**config.mk**
```make
export PLATFORM = sky130hd
export DESIGN_NAME = loader_device_flat
export DESIGN_NICKNAME = d
export VERILOG_FILES = /design/src/logic/loader_pkg.sv /design/src/logic/prog_link_if.sv /design/src/logic/sync_2ff.sv /design/src/logic/loader_device.sv /design/src/flat_wrapper.sv
export SDC_FILE = /design/constraint.sdc
export NUM_CORES = 1
export LEC_CHECK = 0
export ABC_AREA = 1
export ABC_CLOCK_PERIOD_IN_PS = 1600
export BUFFER_PORTS_ARGS = -buffer_cell sky130_fd_sc_hd__buf_2
export CORE_UTILIZATION = 35
export DETAILED_ROUTE_END_ITERATION = 7
export PLACE_DENSITY_LB_ADDON = 0.25
export SLEW_MARGIN = 20
export SYNTH_ARGS = -nofsm -noshare
export SYNTH_HDL_FRONTEND = slang
export SYNTH_SLANG_ARGS = --single-unit
```
**constraint.sdc**
```tcl
create_clock -name clk_i -period 1.6 [get_ports clk_i]
set_input_delay 0.16 -clock clk_i [delete_from_list [all_inputs] [get_ports clk_i]]
set_output_delay 0.16 -clock clk_i [all_outputs]
set_load 0.02 [all_outputs]
```
**src/logic/loader_pkg.sv**
```systemverilog
// Shared constants, types and decode functions for the serial program link
package loader_pkg;
    localparam int PROG_BITS = 32;
    // Field positions in the program word, first bit sent is bit 31
    localparam int PRE_LSB  = 28;
    localparam int GA_LSB   = 23;
    localparam int GB_LSB   = 18;
    localparam int FD_LSB   = 14;
    localparam int RSV_LSB  = 11;
    localparam int POST_LSB = 6;
    localparam int NUM_LSB  = 3;
    localparam int DEN_LSB  = 0;
    localparam logic [31:0] FIXED_ZERO_MASK = 32'hF000_3800;
    localparam logic [31:0] PROG_RST        = 32'h0000_0000;
    // Link timing
    localparam int CLK_PERIOD_NS  = 50;
    localparam int LINK_PERIOD_NS = 400;
    localparam int LINK_HALF_CYC  = LINK_PERIOD_NS / (2 * CLK_PERIOD_NS);
    localparam int LOCK_QUAL_CYC  = 256;
    // Wrapper divisor limits
    localparam logic [5:0]  BIG_SET_MIN = 6'd31;
    localparam logic [10:0] RATIO_NUM   = 11'd17;
    localparam logic [10:0] RATIO_DEN   = 11'd14;
    // Host register map, byte addresses
    localparam logic [7:0] REG_PROG    = 8'h00;
    localparam logic [7:0] REG_CTRL    = 8'h04;
    localparam logic [7:0] REG_STATUS  = 8'h08;
    localparam logic [7:0] REG_IRQ_ST  = 8'h0C;
    localparam logic [7:0] REG_IRQ_CLR = 8'h10;
    localparam logic [7:0] REG_IRQ_EN  = 8'h14;
    localparam int CTRL_GO      = 0;
    localparam int CTRL_RETRIG  = 1;
    localparam int ST_BUSY      = 0;
    localparam int ST_LOCK      = 1;
    localparam int EV_SENT      = 0;
    localparam int EV_LOCK      = 1;
    localparam int EV_REJECT    = 2;
    localparam int EV_W         = 3;
    localparam logic [2:0] IRQ_EN_RST = 3'h0;

    typedef enum {H_IDLE, H_LEAD, H_LOW, H_HIGH, H_TAIL, H_SETTLE, H_WAIT}
        host_state_t;

    function automatic logic [5:0] wrap_divisor(input logic [2:0] sel);
        case (sel)
            3'h2:    wrap_divisor = 6'd18;
            3'h3:    wrap_divisor = 6'd17;
            3'h4:    wrap_divisor = 6'd31;
            3'h5:    wrap_divisor = 6'd14;
            3'h6:    wrap_divisor = 6'd32;
            3'h7:    wrap_divisor = 6'd15;
            default: wrap_divisor = 6'd16;
        endcase
    endfunction : wrap_divisor

    // Same divisor set and N/M below 17/14
    function automatic logic wrap_pair_ok(input logic [2:0] n, input logic [2:0] m);
        logic [5:0] dn;
        logic [5:0] dm;
        dn = wrap_divisor(n);
        dm = wrap_divisor(m);
        wrap_pair_ok = ((dn >= BIG_SET_MIN) == (dm >= BIG_SET_MIN)) &&
                       ({5'd0, dn} * RATIO_DEN < {5'd0, dm} * RATIO_NUM);
    endfunction : wrap_pair_ok
endpackage : loader_pkg

```
**src/logic/prog_link_if.sv**
```systemverilog
// Three-wire program link plus lock indicator between host and device
`timescale 1ns/1ps
interface prog_link_if;
    logic prog_select;
    logic serial_prog_clock;
    logic serial_prog_in;
    logic lock_ind;

    modport host (
        output prog_select,
        output serial_prog_clock,
        output serial_prog_in,
        input  lock_ind
    );
    modport device (
        input  prog_select,
        input  serial_prog_clock,
        input  serial_prog_in,
        output lock_ind
    );
endinterface : prog_link_if

```
**src/logic/sync_2ff.sv**
```systemverilog
// Two-flop synchroniser for a bundle of asynchronous levels
`timescale 1ns/1ps
module sync_2ff #(
    parameter int W = 1
) (
    input  wire logic         clk_i,
    input  wire logic         rst_i,
    input  wire logic [W-1:0] async_i,
    output logic      [W-1:0] sync_o
);
    logic [W-1:0] meta_r;

    if (W < 1) begin : g_chk
        $error("sync_2ff width must be at least 1");
    end

    always_ff @(posedge clk_i) begin
        if (rst_i) begin
            meta_r <= '0;
            sync_o <= '0;
        end else begin
            meta_r <= async_i;
            sync_o <= meta_r;
        end
    end
endmodule : sync_2ff

```
**src/logic/loader_device.sv**
```systemverilog
// Device end: serial program capture, acquisition start and lock indicator
//
// How it works
// RULE1: one data bit per serial clock rise
// RULE2: select low ignores data, register holds
// RULE3: select high shifts bits into register
// RULE4: select fall starts acquisition with program
// RULE5: select pulse alone restarts acquisition, same program
// RULE6: host raises select before any bit
// RULE7: fixed 32-bit field order, preamble first
// RULE8: each field arrives most significant bit first
// RULE9: host sends preamble and reserved as zero
// RULE10: host waits for lock before using output
// RULE11: standard program yields 155.52 MHz output
// RULE12: second standard program yields 156.25 MHz output
// RULE13: host changes only wrapper fields for wrapper
// RULE14: wrapper selects decode to fixed divisors
// RULE15: host keeps divisor pair same set, ratio
// RULE16: lock only when both loops locked
// RULE17: last 32 bits kept, active until next fall
`timescale 1ns/1ps
module loader_device
    import loader_pkg::*;
#(
    parameter int LOCK_QUAL = loader_pkg::LOCK_QUAL_CYC
) (
    input  wire logic       clk_i,
    input  wire logic       rst_i,
    prog_link_if.device     link,
    input  wire logic       frac_lock_i,
    input  wire logic       wrap_lock_i,
    output logic            acq_start_o,
    output logic            acquiring_o,
    output logic            lock_o,
    output logic            bad_len_o,
    output logic [4:0]      gate_count_a_o,
    output logic [4:0]      gate_count_b_o,
    output logic [3:0]      frac_divide_sel_o,
    output logic [4:0]      output_post_divider_select_o,
    output logic [2:0]      wrapper_numerator_select_o,
    output logic [2:0]      wrapper_denominator_select_o,
    output logic [5:0]      num_divisor_o,
    output logic [5:0]      den_divisor_o
);
    import loader_pkg::*;

    localparam int QW = $clog2(LOCK_QUAL + 1);
    localparam logic [QW-1:0] QUAL_MAX = QW'(LOCK_QUAL);
    localparam logic [5:0] CNT_MAX = 6'd63;
    localparam logic [5:0] CNT_FULL = 6'(PROG_BITS);

    if (LOCK_QUAL < 1) begin : g_chk
        $error("LOCK_QUAL must be at least 1");
    end

    // Link pins cross into the local clock
    logic [2:0] pins_s;
    logic       sel_s;
    logic       sck_s;
    logic       sdi_s;
    logic       sel_d_r;
    logic       sck_d_r;
    logic       sck_rise;
    logic       sel_rise;
    logic       sel_fall;

    sync_2ff #(
        .W (3)
    ) u_sync (
        .clk_i   (clk_i),
        .rst_i   (rst_i),
        .async_i ({link.prog_select, link.serial_prog_clock, link.serial_prog_in}),
        .sync_o  (pins_s)
    );

    assign sel_s = pins_s[2];
    assign sck_s = pins_s[1];
    assign sdi_s = pins_s[0];

    always_ff @(posedge clk_i) begin
        if (rst_i) begin
            sel_d_r <= 1'b0;
            sck_d_r <= 1'b0;
        end else begin
            sel_d_r <= sel_s;
            sck_d_r <= sck_s;
        end
    end

    assign sck_rise = sck_s & ~sck_d_r;
    assign sel_rise = sel_s & ~sel_d_r;
    assign sel_fall = ~sel_s & sel_d_r;

    // Shift register, first bit ends up in bit 31
    logic [31:0] shift_r;
    logic [5:0]  cnt_r;

    always_ff @(posedge clk_i) begin
        if (rst_i) begin
            shift_r <= PROG_RST;
        end else if (sel_s && sck_rise) begin // RULE1 RULE3
            shift_r <= {shift_r[30:0], sdi_s}; // RULE8 RULE17
        end
    end // RULE2

    // Bits seen during one select-high period
    always_ff @(posedge clk_i) begin
        if (rst_i) begin
            cnt_r <= '0;
        end else if (sel_rise) begin
            cnt_r <= '0;
        end else if (sel_s && sck_rise && cnt_r != CNT_MAX) begin
            cnt_r <= cnt_r + 6'd1;
        end
    end

    // Active program, replaced only on select fall
    logic [31:0] prog_r;
    logic        bad_len_r;
    logic        acq_start_r;
    logic [5:0]  num_div_r;
    logic [5:0]  den_div_r;

    always_ff @(posedge clk_i) begin
        if (rst_i) begin
            prog_r <= PROG_RST;
        end else if (sel_fall) begin // RULE4 RULE5
            prog_r <= shift_r; // RULE17
        end
    end

    always_ff @(posedge clk_i) begin
        if (rst_i) begin
            bad_len_r <= 1'b0;
        end else if (sel_fall) begin
            bad_len_r <= (cnt_r != CNT_FULL) && (cnt_r != 6'd0); // RULE17
        end
    end

    always_ff @(posedge clk_i) begin
        if (rst_i) begin
            acq_start_r <= 1'b0;
        end else begin
            acq_start_r <= sel_fall; // RULE4 RULE5
        end
    end

    // Wrapper divisors decoded from the stored selects
    always_ff @(posedge clk_i) begin
        if (rst_i) begin
            num_div_r <= wrap_divisor(PROG_RST[NUM_LSB +: 3]);
            den_div_r <= wrap_divisor(PROG_RST[DEN_LSB +: 3]);
        end else if (sel_fall) begin
            num_div_r <= wrap_divisor(shift_r[NUM_LSB +: 3]); // RULE14
            den_div_r <= wrap_divisor(shift_r[DEN_LSB +: 3]); // RULE14
        end
    end

    // Field split of the active program
    assign gate_count_a_o               = prog_r[GA_LSB +: 5]; // RULE7
    assign gate_count_b_o               = prog_r[GB_LSB +: 5]; // RULE7
    assign frac_divide_sel_o            = prog_r[FD_LSB +: 4]; // RULE7
    assign output_post_divider_select_o = prog_r[POST_LSB +: 5]; // RULE7 RULE11 RULE12
    assign wrapper_numerator_select_o   = prog_r[NUM_LSB +: 3]; // RULE7
    assign wrapper_denominator_select_o = prog_r[DEN_LSB +: 3]; // RULE7
    assign num_divisor_o                = num_div_r;
    assign den_divisor_o                = den_div_r;
    assign bad_len_o                    = bad_len_r;
    assign acq_start_o                  = acq_start_r;

    // Lock qualification per loop, restarted by each acquisition
    logic [QW-1:0] qual_r [2];
    logic [1:0]    loop_ok;
    logic [1:0]    declared;
    logic          acquiring_r;
    logic          lock_r;

    assign loop_ok = {wrap_lock_i, frac_lock_i};

    always_ff @(posedge clk_i) begin
        for (int i = 0; i < 2; i++) begin
            if (rst_i || acq_start_r || !loop_ok[i]) begin
                qual_r[i] <= '0;
            end else if (qual_r[i] != QUAL_MAX) begin
                qual_r[i] <= qual_r[i] + QW'(1);
            end
        end
    end

    always_comb begin
        for (int i = 0; i < 2; i++) begin
            declared[i] = (qual_r[i] == QUAL_MAX);
        end
    end

    always_ff @(posedge clk_i) begin
        if (rst_i) begin
            acquiring_r <= 1'b0;
        end else if (acq_start_r) begin
            acquiring_r <= 1'b1;
        end else if (&declared) begin
            acquiring_r <= 1'b0;
        end
    end

    // Lock drops at once when a new acquisition starts
    always_ff @(posedge clk_i) begin
        if (rst_i || sel_fall || acq_start_r) begin
            lock_r <= 1'b0;
        end else begin
            lock_r <= &declared; // RULE16
        end
    end

    assign acquiring_o   = acquiring_r;
    assign lock_o        = lock_r;
    assign link.lock_ind = lock_r;
endmodule : loader_device

```
**src/flat_wrapper.sv**
```systemverilog
// flat-port wrapper written by rule: the top's interface ports become plain ports
module loader_device_flat import loader_pkg::*;
#(
    parameter int LOCK_QUAL = loader_pkg::LOCK_QUAL_CYC
)
  (clk_i, rst_i, frac_lock_i, wrap_lock_i, acq_start_o, acquiring_o, lock_o, bad_len_o, gate_count_a_o, gate_count_b_o, frac_divide_sel_o, output_post_divider_select_o, wrapper_numerator_select_o, wrapper_denominator_select_o, num_divisor_o, den_divisor_o, link_prog_select, link_serial_prog_clock, link_serial_prog_in, link_lock_ind);
  prog_link_if link_i ();
  input  wire logic clk_i;
  input  wire logic rst_i;
  input  wire logic frac_lock_i;
  input  wire logic wrap_lock_i;
  output logic acq_start_o;
  output logic acquiring_o;
  output logic lock_o;
  output logic bad_len_o;
  output logic [4:0] gate_count_a_o;
  output logic [4:0] gate_count_b_o;
  output logic [3:0] frac_divide_sel_o;
  output logic [4:0] output_post_divider_select_o;
  output logic [2:0] wrapper_numerator_select_o;
  output logic [2:0] wrapper_denominator_select_o;
  output logic [5:0] num_divisor_o;
  output logic [5:0] den_divisor_o;
  input wire logic [$bits(link_i.prog_select)-1:0] link_prog_select;
  input wire logic [$bits(link_i.serial_prog_clock)-1:0] link_serial_prog_clock;
  input wire logic [$bits(link_i.serial_prog_in)-1:0] link_serial_prog_in;
  output wire logic [$bits(link_i.lock_ind)-1:0] link_lock_ind;
  assign link_i.prog_select = link_prog_select;
  assign link_i.serial_prog_clock = link_serial_prog_clock;
  assign link_i.serial_prog_in = link_serial_prog_in;
  assign link_lock_ind = link_i.lock_ind;
  loader_device #(.LOCK_QUAL(LOCK_QUAL)) u_core (.clk_i(clk_i), .rst_i(rst_i), .link(link_i), .frac_lock_i(frac_lock_i), .wrap_lock_i(wrap_lock_i), .acq_start_o(acq_start_o), .acquiring_o(acquiring_o), .lock_o(lock_o), .bad_len_o(bad_len_o), .gate_count_a_o(gate_count_a_o), .gate_count_b_o(gate_count_b_o), .frac_divide_sel_o(frac_divide_sel_o), .output_post_divider_select_o(output_post_divider_select_o), .wrapper_numerator_select_o(wrapper_numerator_select_o), .wrapper_denominator_select_o(wrapper_denominator_select_o), .num_divisor_o(num_divisor_o), .den_divisor_o(den_divisor_o));
endmodule
```
==> impl_metrics.py <==
metrics = {
    "grt": {
        "grtUsageTotal_pct": 14.9,
        "grt_first_pass_wirelength_mm": 13.5,
        "overflow": 0,
        "grt_pass1_vias": 2929,
        "grt_max_degree": 34,
        "antenna_found_initial": 0,
    },
    "worst_setup_path": {
        "path_class": "reg -> reg",
        "reg2reg_to": "u_core.qual_r[0][2]",
        "r2r_cells": 7,
        "worst-r2r-setup-slack_ns": 0.13,
        "critPathCaptureType": "flip-flop",
        "start_kind": "flip-flop",
        "cp_data_arrival_time_ns": 1.55,
        "reg2reg_from": "u_core.qual_r[0][0]",
        "worstPathRequired_ns": 1.68,
        "cp_max_fo": 9,
    },
    "sta": {
        "min_period_ns": 1.47,
        "rsz0062_at_grt": "no",
        "max_slew_margin_pct": 72.1,
        "hold_ws_ns": 0.0155,
        "finalHoldViolations": 0,
        "tns_ns": 0,
        "max_freq_ghz": 0.680,
        "slew_violations": 0,
        "worst_slew_pin_slew_ns": 0.417,
        "fin_worst_skew_ns": 0.00751,
        "final-setup-viol-count": 0,
        "fin_crit_sh_pct": 91.9,
    },
    "power_and_ir_drop": {
        "powerDensity_nw_per_um2": 1030,
        "peakVddDrop_mv": 0.544,
        "power_mw": 4.85,
        "leakagePower_nw": 2.18,
    },
    "yosys": {
        "synthCells": 484,
        "synth_area_um2": 3990,
        "yosysTopAreaCellShare_pct": 40.6,
        "ys.warnings.count": 0,
        "synth-main-ff-cell": "dfxtp_1",
        "synth_edf_count": 18,
        "ys_seq_area_share_pct": 54.1,
        "synth.top_cells.by_area": "dfxtp_1 (41%), edfxtp_1 (14%), nand2_1 (8.5%)",
        "yosysTopAreaCell": "dfxtp_1",
        "synthDistinctLibCells": 32,
        "syn-num-nets": 497,
        "ys_ff_latch": 99,
        "async_flop_share_pct": 0,
        "avgSynthCellArea_um2": 8.25,
    },
    "min_path": {
        "min_from": "link_serial_prog_in",
        "hp-class": "in -> reg",
        "whs_path_depth": 3,
        "holdPathEnd": "u_core.u_sync.meta_r[0]",
    },
    "cts": {
        "cts_buffers": 9,
        "cts_buffer_depth": 2,
        "cts-root-buf": "clkbuf_16",
        "path_clk_slew_ns": 0.07,
        "worstSkewPairLatency_ns": 0.34,
        "cts_sinks": 99,
        "cts_tree": "done",
        "htreeDepth": 3,
    },
    "floorplanning": {
        "design.die.area_um2": 11800,
        "pin_count": 49,
        "start_util_pct": 36.4,
        "fp.dieW_um": 109,
        "placementRows": 38,
        "die_y_um": 109,
        "core_area_um2": 11000,
    },
    "placed_design": {
        "portBuffers": 48,
        "dp_hpwl_mm": 5.46,
        "gp_congestion": 0.789,
    },
    "layout": {
        "layout_common_cells": "nand2_1 (88), nor2_1 (86), dfxtp_1 (81), buf_2 (48), nand3_1 (46)",
        "ff_latch_area_um2": 2160,
        "drive_above_1_share_pct": 17.4,
        "multiInputGateArea_um2": 1560,
        "layout_commonest_cell": "nand2_1",
        "n_fill_cell": 1095,
        "areaGrowthSynthToFinish_pct": 18.3,
        "antenna_cells": 0,
        "nets": 549,
    },
    "route": {
        "wl_per_cell_um": 12.0,
        "routed_wl_mm": 8.15,
        "dr_total_vias": 3153,
        "ant_nets": 0,
        "viasPerCell": 4.64,
        "first_iter_violations": 186,
        "firstDrtPassIters": 5,
        "drc": 0,
    },
    "run_status": {
        "status": "completed",
    },
    "run": {
        "drv_cap": 0,
    },
}
[worst max-delay path by stage]
| stage | from | to |
|---|---|---|
| after floorplan | u_core.qual_r[1][0] | u_core.qual_r[1][5] |
| after global placement | u_core.qual_r[0][0] | u_core.qual_r[0][5] |
| after detailed placement | u_core.qual_r[1][0] | u_core.qual_r[1][5] |
| after CTS | u_core.qual_r[1][0] | u_core.qual_r[1][4] |
| after global routing | u_core.acq_start_o | u_core.qual_r[1][3] |
| final | u_core.qual_r[0][0] | u_core.qual_r[0][2] |
[sequential cells by signal, indices dropped and copies added, names as in the netlist]
register / flops
u_core.qual_r: 18
u_core.cnt_r: 6
u_core.acquiring_o: 1
u_core.bad_len_o: 1
u_core.sck_d_r: 1
u_core.link.lock_ind: 1
u_core.num_divisor_o: 5
u_core.prog_r: 25
u_core.u_sync.sync_o: 3
u_core.den_divisor_o: 5
u_core.acq_start_o: 1
u_core.shift_r: 28
u_core.sel_d_r: 1
u_core.u_sync.meta_r: 3
[synthesized netlist by cell type (2+ instances only)]
library cell / n
nand2_1: 90
nor2_1: 86
dfxtp_1: 81
nand3_1: 46
inv_1: 42
o21ai_0: 19
edfxtp_1: 18
o21ai_1: 18
a21oi_1: 17
clkbuf_1: 7
ha_1: 6
buf_4: 5
nand4_1: 5
nor3_1: 5
a21oi_2: 4
nor3b_1: 4
xor2_1: 4
buf_2: 3
buf_6: 3
inv_2: 3
nand2_2: 3
xnor2_1: 3
buf_1: 2
nor2_4: 2
[worst max-delay path, cell delays in order, from the launching register on]
cell	delay, ns
edfxtp_1	0.39
inv_1	0.07
ha_1	0.13
inv_1	0.04
nor2_1	0.07
nand2_1	0.08
o21ai_2	0.34
nor3b_1	0.09
[per-stage QoR]
| stage | util, % | instances | setup slack, ns | cell area (µm²) |
|---|---|---|---|---|
| after floorplan | - | 484 | 0.138 | 3990 |
| after global placement | 40.0 | 663 | 0.115 | 4400 |
| after detailed placement | 40.0 | 663 | 0.0767 | 4400 |
| after CTS | 42.9 | 680 | 0.0378 | 4710 |
| after global routing | 43.0 | 680 | 0.00310 | 4720 |
| final | 43.0 | 680 | 0.130 | 4720 |
[area by class of cell]
| type | instances | share of cell area [%] |
|---|---|---|
| multi-input combinational | 320 | 33.0 |
| inverter | 45 | 3.58 |
| timing repair buffer | 61 | 7.79 |
| clock inverter | 4 | 0.609 |
| tap | 140 | 3.71 |
| clock buffer | 11 | 5.59 |
| sequential | 99 | 45.8 |
[power by group]
| part | total, mW | switching, mW | leakage (nW) | internal, mW |
|---|---|---|---|---|
| sequential | 2.57 | 0.0182 | 0.875 | 2.55 |
| clock | 2.14 | 0.947 | 0.148 | 1.19 |
| combinational | 0.144 | 0.0943 | 1.15 | 0.0496 |
[logic make-up (layout without fill, tap and decap cells)]
family / after synthesis / count (layout) / synth area share, %
compound gates: 63 / 63 / 8.80
simple gates: 244 / 244 / 26.4
flops: 99 / 99 / 54.1
fa+ha+maj: 6 / 6 / 1.88
xor+xnor: 7 / 7 / 1.54
buf+inv: 65 / 121 / 7.24
[metal layers]
layer  part of all wire [%]  track usage (%)  vias to the layer above
li1                       -                -                     1664
met1                     50             19.3                     1440
met2                     46             23.0                       45
met3                    3.8             5.26                        4
met4                   0.88             4.92                        0
met5                      0                0                        -
[timing repair]
item	in CTS	in global routing
gates resized for setup	0	4
hold buffers	2	0
setup buffers	0	0
hold endpoints to repair	2	0
endpoints found under the setup margin	0	19
(Power assumes the default switching activity.)
